`config.mk`:
```
export PLATFORM = sky130hd
export DESIGN_NAME = scl_strap_latch
export DESIGN_NICKNAME = d
export VERILOG_FILES = /design/src/verilog/scl_mode_decode.v /design/src/verilog/scl_strap_latch.v
export VERILOG_INCLUDE_DIRS = /design/src /design/src/verilog
export SDC_FILE = /design/constraint.sdc
export NUM_CORES = 1
export LEC_CHECK = 0
export BUFFER_PORTS_ARGS = -buffer_cell sky130_fd_sc_hd__buf_2
export CORE_ASPECT_RATIO = 1.2
export CORE_MARGIN = 4
export CORE_UTILIZATION = 45
export DETAILED_ROUTE_END_ITERATION = 8
export PLACE_DENSITY = 0.75
export SYNTH_ARGS = -nofsm -noshare
export SYNTH_HDL_FRONTEND = slang
export SYNTH_SLANG_ARGS = --single-unit
export TNS_END_PERCENT = 30
```
`constraint.sdc`:
```
create_clock -name clk_i -period 1.7 [get_ports clk_i]
set_input_delay 0.17 -clock clk_i [delete_from_list [all_inputs] [get_ports clk_i]]
set_output_delay 0.17 -clock clk_i [all_outputs]
set_load 0.01 [all_outputs]
```
`src/verilog/scl_consts.vh`:
```
// Strap layout, mode codes, advertisement bits and register map of the strap latch
`ifndef SCL_CONSTS_VH
`define SCL_CONSTS_VH
`define SCL_ADDR_W        5
`define SCL_PORTS         4
`define SCL_LEDS          8
`define SCL_MODE_W        5
`define SCL_ADDR_MAX      5'h1C
`define SCL_BCAST_ADDR    5'h00
`define SCL_SYNC_WAIT     2'h2
`define SCL_PORT_ADDR_RST 20'h18820
// Mode code fields
`define SCL_MODE_AN_BIT   4
`define SCL_MODE_EEE_BIT  3
`define SCL_MODE_SUB_W    3
`define SCL_SUB_ALL_S     3'h0
`define SCL_SUB_ALL_M     3'h1
`define SCL_SUB_G_S       3'h2
`define SCL_SUB_G_M       3'h3
`define SCL_SUB_100       3'h4
`define SCL_SUB_100FD     3'h5
`define SCL_SUB_100HD     3'h6
`define SCL_SUB_100_10    3'h7
// Advertisement vector bit positions
`define SCL_ADV_W         9
`define SCL_ADV_1000FD    0
`define SCL_ADV_MULTI     1
`define SCL_ADV_1000EEE   2
`define SCL_ADV_100FD     3
`define SCL_ADV_100HD     4
`define SCL_ADV_100EEE    5
`define SCL_ADV_10FD      6
`define SCL_ADV_10HD      7
`define SCL_ADV_PAUSE     8
// Cable class encoding
`define SCL_CAB_NA        2'h0
`define SCL_CAB_CAT3      2'h1
`define SCL_CAB_CAT5      2'h2
// APB register map (byte addresses)
`define SCL_REG_STRAP     12'h000
`define SCL_REG_MODE      12'h004
`define SCL_REG_CTRL      12'h008
`define SCL_REG_PORTADDR  12'h00C
`define SCL_CTRL_BCAST    0
`define SCL_CTRL_LEDSTY   1
`endif

```
`src/verilog/scl_mode_decode.v`:
```
// Decoder from device mode strap code to per-port functional defaults
`default_nettype none
`include "scl_consts.vh"
module scl_mode_decode (
  input  wire [`SCL_MODE_W-1:0] mode_i,
  output reg  [`SCL_ADV_W-1:0]  adv_o,
  output reg                    an_en_o,
  output reg                    amdix_en_o,
  output reg                    eee_en_o,
  output reg  [1:0]             cable_o,
  output reg                    reserved_o
);
  wire [`SCL_MODE_SUB_W-1:0] sub = mode_i[`SCL_MODE_SUB_W-1:0];
  wire                       eee = mode_i[`SCL_MODE_EEE_BIT];
  wire                       ten;
  assign ten = (sub == `SCL_SUB_ALL_S) || (sub == `SCL_SUB_ALL_M) ||
               (sub == `SCL_SUB_100_10);

  always @* begin
    adv_o      = {`SCL_ADV_W{1'b0}};
    an_en_o    = 1'b0;
    amdix_en_o = 1'b0;
    eee_en_o   = 1'b0;
    cable_o    = `SCL_CAB_NA;
    reserved_o = 1'b0;
    if (!mode_i[`SCL_MODE_AN_BIT] || mode_i == 5'h1E) begin
      reserved_o = 1'b1;
    end else begin
      an_en_o                 = 1'b1;
      amdix_en_o              = 1'b1;
      eee_en_o                = eee;
      adv_o[`SCL_ADV_PAUSE]   = 1'b1;
      // Gigabit is only ever full duplex: no half-duplex bit exists
      case (sub)
        `SCL_SUB_ALL_S, `SCL_SUB_ALL_M, `SCL_SUB_G_S, `SCL_SUB_G_M: begin
          adv_o[`SCL_ADV_1000FD]  = 1'b1;
          adv_o[`SCL_ADV_MULTI]   = sub[0];
          adv_o[`SCL_ADV_1000EEE] = eee;
        end
        default: begin
        end
      endcase
      case (sub)
        `SCL_SUB_ALL_S, `SCL_SUB_ALL_M, `SCL_SUB_100, `SCL_SUB_100_10: begin
          adv_o[`SCL_ADV_100FD] = 1'b1;
          adv_o[`SCL_ADV_100HD] = 1'b1;
        end
        `SCL_SUB_100FD: adv_o[`SCL_ADV_100FD] = 1'b1;
        `SCL_SUB_100HD: adv_o[`SCL_ADV_100HD] = 1'b1;
        default: begin
        end
      endcase
      adv_o[`SCL_ADV_100EEE] = eee &
        (adv_o[`SCL_ADV_100FD] | adv_o[`SCL_ADV_100HD]);
      adv_o[`SCL_ADV_10FD]   = ten;
      adv_o[`SCL_ADV_10HD]   = ten;
      if (ten) begin
        cable_o = eee ? `SCL_CAB_CAT5 : `SCL_CAB_CAT3;
      end
    end
  end
endmodule // scl_mode_decode
`default_nettype wire

```
`src/verilog/scl_strap_latch.v`:
```
// Strap latch: captures configuration straps at reset release and decodes defaults
// How it works
// - Capture all straps when chip reset rises; hold them until next reset, except broadcast enable, which software may rewrite.
// - Latch five-bit management base address; pulled-up reads 1, pulled-down 0.
// - Port n answers base address plus n, for n from 0 to 3.
// - LED strap 0 gives polarity bit 1; strap 1 gives polarity 0.
// - Broadcast strap 0 enables address-zero access by default; 1 disables.
// - With broadcast enabled, every port also answers address zero.
// - LED style strap 0 is tri-color, 1 individual, same for all LEDs.
// - Five-bit device mode latched and applied alike to all four ports.
// - No mode advertises gigabit half duplex.
// - Codes 10000-10111: autoneg, auto-MDIX, no EEE, both pause types.
// - Codes 11000-11111 except reserved 11110: as above plus EEE on gigabit and 100 abilities.
// - 10000/10001 advertise all speeds, single/multi port, cable class cat3.
// - 1x010/1x011 advertise gigabit full only; cable class not applicable.
`default_nettype none
`include "scl_consts.vh"
module scl_strap_latch (
  input  wire                                clk_i,
  input  wire                                rst_n_i,
  input  wire [`SCL_ADDR_W-1:0]              mgmt_base_addr_strap_i,
  input  wire [`SCL_LEDS-1:0]                led_polarity_strap_i,
  input  wire                                broadcast_addr_strap_i,
  input  wire                                led_style_strap_i,
  input  wire [`SCL_MODE_W-1:0]              mode_strap_i,
  input  wire [`SCL_ADDR_W-1:0]              mdio_addr_i,
  input  wire                                psel_i,
  input  wire                                penable_i,
  input  wire                                pwrite_i,
  input  wire [11:0]                         paddr_i,
  input  wire [31:0]                         pwdata_i,
  output wire [31:0]                         prdata_o,
  output wire                                pready_o,
  output wire                                pslverr_o,
  output wire                                strap_valid_o,
  output wire [`SCL_ADDR_W-1:0]              mgmt_base_addr_o,
  output wire [`SCL_PORTS*`SCL_ADDR_W-1:0]   port_addr_o,
  output wire [`SCL_PORTS-1:0]               port_addr_hit_o,
  output wire [`SCL_LEDS-1:0]                led_polarity_o,
  output wire                                bcast_en_o,
  output wire                                led_individual_o,
  output wire [`SCL_MODE_W-1:0]              mode_o,
  output wire [`SCL_ADV_W-1:0]               adv_o,
  output wire                                an_en_o,
  output wire                                amdix_en_o,
  output wire                                eee_en_o,
  output wire [1:0]                          cable_class_o,
  output wire                                mode_reserved_o,
  output wire                                base_addr_range_err_o
);
  localparam ST_RESET   = 3'h1;
  localparam ST_CAPTURE = 3'h2;
  localparam ST_VALID   = 3'h4;

  localparam SW = `SCL_ADDR_W + `SCL_LEDS + 2 + `SCL_MODE_W;

  // Strap pins come from the board: two-flop synchroniser before any use
  reg  [SW-1:0]            sync1_ff;
  reg  [SW-1:0]            sync2_ff;
  reg  [2:0]               state_ff;
  reg  [2:0]               nxt_state;
  reg  [`SCL_ADDR_W-1:0]   base_ff;
  reg  [`SCL_LEDS-1:0]     ledpol_ff;
  reg                      bcast_ff;
  reg                      ledsty_ff;
  reg  [`SCL_MODE_W-1:0]   mode_ff;
  reg  [`SCL_ADDR_W-1:0]   mdio_s1_ff;
  reg  [`SCL_ADDR_W-1:0]   mdio_s2_ff;
  reg  [31:0]              rdata_ff;
  reg  [31:0]              nxt_rdata;
  reg                      rsel_err;

  wire [SW-1:0] straps_in = {mgmt_base_addr_strap_i, led_polarity_strap_i,
                             broadcast_addr_strap_i, led_style_strap_i, mode_strap_i};
  wire          capture   = (state_ff == ST_CAPTURE);
  wire          valid     = (state_ff == ST_VALID);

  function is_mapped;
    input [11:0] a;
    begin
      is_mapped = (a == `SCL_REG_STRAP) || (a == `SCL_REG_MODE) ||
                  (a == `SCL_REG_CTRL) || (a == `SCL_REG_PORTADDR);
    end
  endfunction

  always @(posedge clk_i) begin
    if (!rst_n_i) begin
      sync1_ff   <= {SW{1'b0}};
      sync2_ff   <= {SW{1'b0}};
      mdio_s1_ff <= {`SCL_ADDR_W{1'b0}};
      mdio_s2_ff <= {`SCL_ADDR_W{1'b0}};
    end else begin
      sync1_ff   <= straps_in;
      sync2_ff   <= sync1_ff;
      mdio_s1_ff <= mdio_addr_i;
      mdio_s2_ff <= mdio_s1_ff;
    end
  end

  // Sequencer: wait out the synchroniser after release, then capture once
  reg [1:0] wait_ff;
  always @* begin
    nxt_state = state_ff;
    case (state_ff)
      ST_RESET:   if (wait_ff == `SCL_SYNC_WAIT) nxt_state = ST_CAPTURE;
      ST_CAPTURE: nxt_state = ST_VALID;
      ST_VALID:   nxt_state = ST_VALID;
      default:    nxt_state = ST_RESET;
    endcase
  end

  always @(posedge clk_i) begin
    if (!rst_n_i) begin
      state_ff <= ST_RESET;
      wait_ff  <= 2'h0;
    end else begin
      state_ff <= nxt_state;
      if (wait_ff != `SCL_SYNC_WAIT) begin
        wait_ff <= wait_ff + 2'h1;
      end
    end
  end

  // Strap capture happens once after reset release; all but the broadcast enable hold until next reset
  always @(posedge clk_i) begin
    if (!rst_n_i) begin
      base_ff   <= {`SCL_ADDR_W{1'b0}};
      ledpol_ff <= {`SCL_LEDS{1'b0}};
      bcast_ff  <= 1'b0;
      ledsty_ff <= 1'b0;
      mode_ff   <= {`SCL_MODE_W{1'b0}};
    end else if (capture) begin
      {base_ff, ledpol_ff, bcast_ff, ledsty_ff, mode_ff} <= sync2_ff;
    end else if (valid && psel_i && penable_i && pwrite_i &&
                 paddr_i == `SCL_REG_CTRL) begin
      // Software may override the broadcast enable default
      bcast_ff <= ~pwdata_i[`SCL_CTRL_BCAST];
    end
  end

  // Next values of the port-side outputs; only the port address offsets show before the capture completes
  wire [`SCL_LEDS-1:0]              nxt_ledpol;
  wire                              nxt_bcast;
  wire                              nxt_ledind;
  wire                              nxt_rerr;
  wire [`SCL_PORTS*`SCL_ADDR_W-1:0] nxt_port_addr;
  wire [`SCL_PORTS-1:0]             nxt_hit;

  assign nxt_ledpol = valid ? ~ledpol_ff : {`SCL_LEDS{1'b0}};
  assign nxt_bcast  = valid & ~bcast_ff;
  assign nxt_ledind = valid & ledsty_ff;
  assign nxt_rerr   = valid & (base_ff > `SCL_ADDR_MAX);

  // Each port answers its own address and, with broadcast on, address zero
  genvar p;
  generate
    for (p = 0; p < `SCL_PORTS; p = p + 1) begin : g_port
      wire [`SCL_ADDR_W-1:0] pa = base_ff + p[`SCL_ADDR_W-1:0];
      assign nxt_port_addr[p*`SCL_ADDR_W +: `SCL_ADDR_W] = pa;
      assign nxt_hit[p] = valid & ((mdio_s2_ff == pa) ||
        (nxt_bcast && mdio_s2_ff == `SCL_BCAST_ADDR));
    end
  endgenerate

  wire [`SCL_ADV_W-1:0] dec_adv;
  wire                  dec_an;
  wire                  dec_amdix;
  wire                  dec_eee;
  wire [1:0]            dec_cab;
  wire                  dec_res;

  scl_mode_decode u_dec (
    .mode_i     (mode_ff),
    .adv_o      (dec_adv),
    .an_en_o    (dec_an),
    .amdix_en_o (dec_amdix),
    .eee_en_o   (dec_eee),
    .cable_o    (dec_cab),
    .reserved_o (dec_res)
  );

  // Decoded mode reaches ports only once the capture has completed
  wire [`SCL_ADV_W-1:0] nxt_adv;
  wire                  nxt_an;
  wire                  nxt_amdix;
  wire                  nxt_eee;
  wire [1:0]            nxt_cab;
  wire                  nxt_res;

  assign nxt_adv   = valid ? dec_adv : {`SCL_ADV_W{1'b0}};
  assign nxt_an    = valid & dec_an;
  assign nxt_amdix = valid & dec_amdix;
  assign nxt_eee   = valid & dec_eee;
  assign nxt_cab   = valid ? dec_cab : `SCL_CAB_NA;
  assign nxt_res   = valid & dec_res;

  // Port-side outputs leave from flip-flops
  // All of them trail the latch by one cycle, so they stay consistent with each other
  reg                               out_valid_ff;
  reg  [`SCL_ADDR_W-1:0]            out_base_ff;
  reg  [`SCL_PORTS*`SCL_ADDR_W-1:0] out_paddr_ff;
  reg  [`SCL_PORTS-1:0]             out_hit_ff;
  reg  [`SCL_LEDS-1:0]              out_ledpol_ff;
  reg                               out_bcast_ff;
  reg                               out_ledind_ff;
  reg  [`SCL_MODE_W-1:0]            out_mode_ff;
  reg  [`SCL_ADV_W-1:0]             out_adv_ff;
  reg                               out_an_ff;
  reg                               out_amdix_ff;
  reg                               out_eee_ff;
  reg  [1:0]                        out_cab_ff;
  reg                               out_res_ff;
  reg                               out_rerr_ff;

  // Port addresses show the bare offsets while in reset
  always @(posedge clk_i) begin
    if (!rst_n_i) begin
      out_valid_ff  <= 1'b0;
      out_base_ff   <= {`SCL_ADDR_W{1'b0}};
      out_paddr_ff  <= `SCL_PORT_ADDR_RST;
      out_hit_ff    <= {`SCL_PORTS{1'b0}};
      out_ledpol_ff <= {`SCL_LEDS{1'b0}};
      out_bcast_ff  <= 1'b0;
      out_ledind_ff <= 1'b0;
      out_mode_ff   <= {`SCL_MODE_W{1'b0}};
      out_adv_ff    <= {`SCL_ADV_W{1'b0}};
      out_an_ff     <= 1'b0;
      out_amdix_ff  <= 1'b0;
      out_eee_ff    <= 1'b0;
      out_cab_ff    <= `SCL_CAB_NA;
      out_res_ff    <= 1'b0;
      out_rerr_ff   <= 1'b0;
    end else begin
      out_valid_ff  <= valid;
      out_base_ff   <= base_ff;
      out_paddr_ff  <= nxt_port_addr;
      out_hit_ff    <= nxt_hit;
      out_ledpol_ff <= nxt_ledpol;
      out_bcast_ff  <= nxt_bcast;
      out_ledind_ff <= nxt_ledind;
      out_mode_ff   <= mode_ff;
      out_adv_ff    <= nxt_adv;
      out_an_ff     <= nxt_an;
      out_amdix_ff  <= nxt_amdix;
      out_eee_ff    <= nxt_eee;
      out_cab_ff    <= nxt_cab;
      out_res_ff    <= nxt_res;
      out_rerr_ff   <= nxt_rerr;
    end
  end

  assign strap_valid_o         = out_valid_ff;
  assign mgmt_base_addr_o      = out_base_ff;
  assign port_addr_o           = out_paddr_ff;
  assign port_addr_hit_o       = out_hit_ff;
  assign led_polarity_o        = out_ledpol_ff;
  assign bcast_en_o            = out_bcast_ff;
  assign led_individual_o      = out_ledind_ff;
  assign mode_o                = out_mode_ff;
  assign adv_o                 = out_adv_ff;
  assign an_en_o               = out_an_ff;
  assign amdix_en_o            = out_amdix_ff;
  assign eee_en_o              = out_eee_ff;
  assign cable_class_o         = out_cab_ff;
  assign mode_reserved_o       = out_res_ff;
  assign base_addr_range_err_o = out_rerr_ff;

  // APB read path: answer registered in the setup cycle, zero wait states
  always @* begin
    rsel_err  = !is_mapped(paddr_i);
    nxt_rdata = 32'h00000000;
    case (paddr_i)
      `SCL_REG_STRAP:
        nxt_rdata = {16'h0000, base_ff, ledpol_ff, bcast_ff, ledsty_ff, valid};
      `SCL_REG_MODE:
        nxt_rdata = {12'h000, dec_res, dec_cab, dec_eee, dec_amdix, dec_an,
                     dec_adv, mode_ff};
      `SCL_REG_CTRL:
        nxt_rdata = {30'h00000000, ledsty_ff, ~bcast_ff};
      `SCL_REG_PORTADDR:
        nxt_rdata = {12'h000, nxt_port_addr};
      default:
        nxt_rdata = 32'h00000000;
    endcase
  end

  always @(posedge clk_i) begin
    if (!rst_n_i) begin
      rdata_ff <= 32'h00000000;
    end else if (psel_i && !penable_i && !pwrite_i) begin
      rdata_ff <= nxt_rdata;
    end
  end

  assign prdata_o  = rdata_ff;
  assign pready_o  = 1'b1;
  assign pslverr_o = psel_i & penable_i & rsel_err;
endmodule // scl_strap_latch
`default_nettype wire

```
### After elaboration in Yosys (flattened, before gate mapping)

Cells that the tools add are included.

* bitwise logic cells: 17
* multiplexer cells: 17
* equal/unequal tests: 21
* order comparisons: 1
* add/sub/neg operators: 4
* reductions and logical operators: 30

Operators with widths (number)
* $pmux W20 S4: 1
* $eq A12 B4 Y1 const B: 2
* $eq A5 B5 Y1: 4
* $eq A3 B3 Y1 const B: 5
* $and A1 B1 Y1: 13
* $eq A12 B3 Y1 const B: 1
* $logic_not A12 Y1: 1
* $add A5 B2 Y5 const B: 2
* $logic_or A1 B1 Y1: 10
* $reduce_or A5 Y1: 2
* $eq A3 B2 Y1 const B: 3
* $mux W1: 9
* $mux W9: 1
* $not A8 Y8: 1
* $logic_and A1 B1 Y1: 7
* $eq A3 B1 Y1 const B: 2
* $mux W2: 3
* $mux W3: 2
* $pmux W3 S2: 1
* $add A5 B1 Y5 const B: 1
* $eq A5 B5 Y1 const B: 1
* $gt A5 B5 Y1 const B: 1
* $logic_not A5 Y1: 1
* $logic_not A1 Y1: 4
* other kinds (10): 12

* input bits: 74
* output and inout port bits: 95
* bits in registers: 167
* logic and storage cells: 116

### Logic depth before layout (Yosys ltp)

* word-level depth: 8
* gate-level depth with buffers: 7
* mapped depth without buffers: 6

### Hierarchy

A second synthesis with hierarchy kept.

* cell total of the unflattened synthesis: 581
* area total of the unflattened synthesis: 5621.6 um2

Modules (own cells, without submodules)
* scl_strap_latch: cells each 557, times used 1, seq. area each 2982.9 um2, area each 5485.3 um2
* scl_mode_decode: cells each 24, times used 1, seq. area each 0.0 um2, area each 136.4 um2

### Worst setup path after synthesis

Ideal clock, no wire load.

* kind: register -> register
* start point: reg base_ff[1]
* end point: reg rdata_ff[19], in the netlist prdata_o[19]
* data arrival time: 1619 ps
* period minus slack after synthesis: 1736 ps
* path buffers: 1
* stages on the path, launching flop included: 8
* setup time: 117 ps
* path slack: -36 ps
* required time: 1583 ps
* cell sequence: dfxtp_1 -> clkbuf_1 -> inv_1 -> ha_1 -> nand3b_1 -> xor2_1 -> a211oi_1 -> a32o_1

* longest elaborated chain between the ends: 2

Ends and longest elaborated chain
* start, declared: line scl_strap_latch.v:62 `` reg [`SCL_ADDR_W-1:0] base_ff; ``
* start signal, assigned: line scl_strap_latch.v:127 `` base_ff <= {`SCL_ADDR_W{1'b0}}; ``
* start signal, assigned: line scl_strap_latch.v:133 `{base_ff, ledpol_ff, bcast_ff, ledsty_ff, mode_ff} <= sync2_ff;`
* $add A5 B2 Y5: line scl_strap_latch.v:158 `` wire [`SCL_ADDR_W-1:0] pa = base_ff + p[`SCL_ADDR_W-1:0]; ``
* $pmux W20 S4: line scl_strap_latch.v:272 `case (paddr_i)`
* end signal, assigned: line scl_strap_latch.v:291 `rdata_ff <= nxt_rdata;`
* end, declared: line scl_strap_latch.v:69 `reg [31:0] rdata_ff;`

Every way passes these cells.
A chain may end at the register's enable or synchronous reset.

### Worst setup path after layout

* start point: reg base_ff[0]
* end point: reg out_hit_ff[1], in the netlist port_addr_hit_o[1]

* longest elaborated chain between the ends: 4

Ends and longest elaborated chain
* $add A5 B1 Y5: line scl_strap_latch.v:158
* $eq A5 B5 Y1: line scl_strap_latch.v:160 `assign nxt_hit[p] = valid & ((mdio_s2_ff == pa) ||`
* $logic_or A1 B1 Y1: line scl_strap_latch.v:160
* $and A1 B1 Y1: line scl_strap_latch.v:160
* end signal, assigned: line scl_strap_latch.v:221 `` out_hit_ff <= {`SCL_PORTS{1'b0}}; ``
* end signal, assigned: line scl_strap_latch.v:237 `out_hit_ff <= nxt_hit;`
* end, declared: line scl_strap_latch.v:202 `` reg [`SCL_PORTS-1:0] out_hit_ff; ``

Every way passes these cells.

==> flow_metrics.py <==
metrics = {
    "run_status": {
        "status": "finished clean",
    },
    "run": {
        "maxCapViolCount": 0,
    },
    "synth": {
        "syn_inst": 548,
        "synth_top_flop_cell": "dfxtp_1",
        "yosysSeqAreaShare": 0.547,
        "synth_top_area_frac": 0.547,
        "synthTopCellsByArea": "dfxtp_1 55%, and2_1 7.3%, nand2_1 4.5%",
        "syn_area_mm2": 0.00538,
        "yosys_register_bits": 147,
        "synth_edf_count": 0,
        "post-synth-top-area-cell": "dfxtp_1",
        "synthArstFlopShare": 0,
        "synth_cell_types": 64,
        "ys_warn_count": 0,
        "synth_area_per_cell_um2": 9.82,
    },
    "grt": {
        "antenna_found_initial": 0,
        "grt_overflow": 0,
        "grt_pass1_wl_um": 20400,
        "grt_pass1_vias": 4135,
        "track_usage": 0.189,
        "grt_max_degree": 66,
    },
    "worst_setup_path": {
        "rr_worst_depth": 6,
        "worst_setup_path_start_kind": "flop",
        "crit_fanout": 9,
        "worst-setup-path-type": "reg -> reg",
        "setup.worst_path.end_class": "flop",
        "cp.arrival_ns": 1.99,
        "required_ns": 2.06,
    },
    "clock_network": {
        "post_cts_buffers": 0,
        "clk_latency_ns": 0.42,
        "cts_tree": "done",
        "htreeDepth": 4,
        "cts_root_buf": "clkbuf_16",
        "clock_path_buffers": 2,
        "cts_buffers": 17,
        "clkTransAtPathRegs_ns": 0.06,
        "cts_sinks": 147,
    },
    "power": {
        "seqPwrFrac": 0.450,
        "comb_power_share": 0.049,
        "power.leakage_nw": 3.19,
        "internal_power_mw": 6.34,
        "peakVddDrop_mv": 0.625,
        "power.density_mw_per_mm2": 1130,
        "switching_share": 0.205,
        "clockPowerShare": 0.501,
        "switchingPower_mw": 1.63,
    },
    "floorplan": {
        "pin_count": 169,
        "rows": 43,
        "core_area_mm2": 0.0116,
        "start_util": 0.463,
        "die_h_um": 128,
        "dieArea_mm2": 0.0138,
        "die_w_um": 108,
    },
    "place": {
        "place_area_mm2": 0.00613,
        "place_congestion": 0.906,
        "hpwlAfterDp_um": 9260,
        "portBuffers": 124,
    },
    "route": {
        "dr.first_iter.drc_count": 182,
        "dr.pass1.iters": 5,
        "wl_per_cell_um": 14.5,
        "via_count": 4210,
        "ant_nets": 0,
        "wl_um": 12600,
        "drc": 0,
        "vias_per_cell": 4.84,
    },
    "final_layout": {
        "nets": 779,
        "stdcell_area_mm2": 0.00706,
        "layout-drive-gt1-share": 0.287,
        "syn_to_final_growth_pct": 31.1,
        "n_antenna_cell": 0,
        "layout_commonest_cell": "dfxtp_1",
        "mostFrequentLayoutCells": "146 x dfxtp_1, 124 x buf_2, 65 x nand2_1",
    },
    "timing": {
        "timing.final.hold_violations": 0,
        "rsz0062_at_grt": "yes",
        "holdWs_ns": 0.0963,
        "min_period_ns": 1.64,
        "tightestPinTransition_ns": 0.772,
        "fmaxAchievable_ghz": 0.612,
        "skew_ns": 0.00562,
        "slew_viol_final": 0,
        "relSlewSlack": 0.485,
        "setup_viol": 0,
        "fin_tns_setup_ns": 0,
        "fin_crit_sh": 0.962,
    },
    "min_path": {
        "hold_depth": 4,
        "hold_class": "in -> reg",
    },
}
kinds of logic (layout without fill, tap and decap cells):
kind of cell / after synthesis / count (layout) / synth area share
simple gates: 212 / 212 / 0.218
flops: 147 / 147 / 0.547
fa+ha+maj: 6 / 6 / 0.0139
xor+xnor: 22 / 22 / 0.0372
compound gates: 84 / 84 / 0.103
other cells: 2 / 13 / 0.00140
mux: 4 / 4 / 0.0105
buf+inv: 71 / 224 / 0.0693
cells in the mapped netlist, drive strengths merged, types with 4 or more instances:
| cell | n |
|---|---|
| xor2 | 12 |
| a22o | 8 |
| nor2 | 39 |
| nand2 | 65 |
| and2 | 64 |
| xnor2 | 10 |
| clkbuf | 21 |
| buf | 34 |
| nor3 | 6 |
| a22oi | 8 |
| dfxtp | 147 |
| nor4 | 5 |
| nand3 | 6 |
| inv | 16 |
| a21oi | 28 |
| nor3b | 4 |
| ha | 6 |
| o21ai | 17 |
area by class of cell:
type	instances	area (um^2)
Timing Repair Buffer	176	1070
Clock inverter	12	204
Tap cell	157	196
Multi-Input combinational cell	341	2140
Sequential cell	147	2940
Inverter	16	60.1
Fill cell	1006	4560
Clock buffer	20	437
through the flow:
stage	worst slack (ns)	utilization	total power [mW]	instances
after CTS	0.0280	0.605	8.04	869
after global placement	-0.135	0.528	3.99	812
after detailed placement	-0.193	0.528	4.01	812
after global routing	-0.0181	0.607	8.28	869
final	0.0647	0.607	7.97	869
after floorplan	0.0660	-	3.91	559
state kept, by name, summed over array words and instances, names as in the netlist, 5 cells and up:
name	flops
adv_o	8
base_ff	5
led_polarity_o	8
ledpol_ff	8
mdio_s1_ff	5
mdio_s2_ff	5
mode_ff	5
mode_o	5
port_addr_o	14
prdata_o	20
sync1_ff	20
sync2_ff	20
worst paths after layout:
path	from	endpoint	slack, ns
hold / removal	pwdata_i[0]	bcast_ff$_SDFFE_PN0P_	0.1
hold reg to reg	sync1_ff[15]$_SDFF_PN0_	sync2_ff[15]$_SDFF_PN0_	0.43
setup / recovery	base_ff[0]$_SDFFE_PN0N_	port_addr_hit_o[1]$_SDFF_PN0_	0.06
setup reg to reg	base_ff[0]$_SDFFE_PN0N_	port_addr_hit_o[1]$_SDFF_PN0_	0.06
routing by layer:
metal	GRT usage	wire length, um	up-vias
met1	0.229	5360	1900
met4	0.107	438	0
met5	0	0	-
met2	0.307	6080	182
li1	-	-	2099
met3	0.0463	764	29
critical path: stages, from the launching register on:
cell,delay (ns)
dfxtp_1,0.32
buf_4,0.19
ha_1,0.27
nand3_1,0.16
or3_1,0.37
o21ai_0,0.08
a31o_2,0.18
power by group through the flow:
stage	Combinational, mW	Sequential, mW	Clock (mW)
finish	0.392	3.59	3.99
global route	0.439	3.60	4.25
CTS	0.390	3.59	4.06
detailed placement	0.345	3.66	0
global placement	0.330	3.66	0
floorplan	0.263	3.65	0
what timing repair did:
item | CTS | global route
gates resized for setup | 0 | 6
hold buffers | 25 | 0
endpoints found under the hold margin | 25 | 0
setup endpoints to repair | 0 | 5
Power figures use the tool's default switching activity.
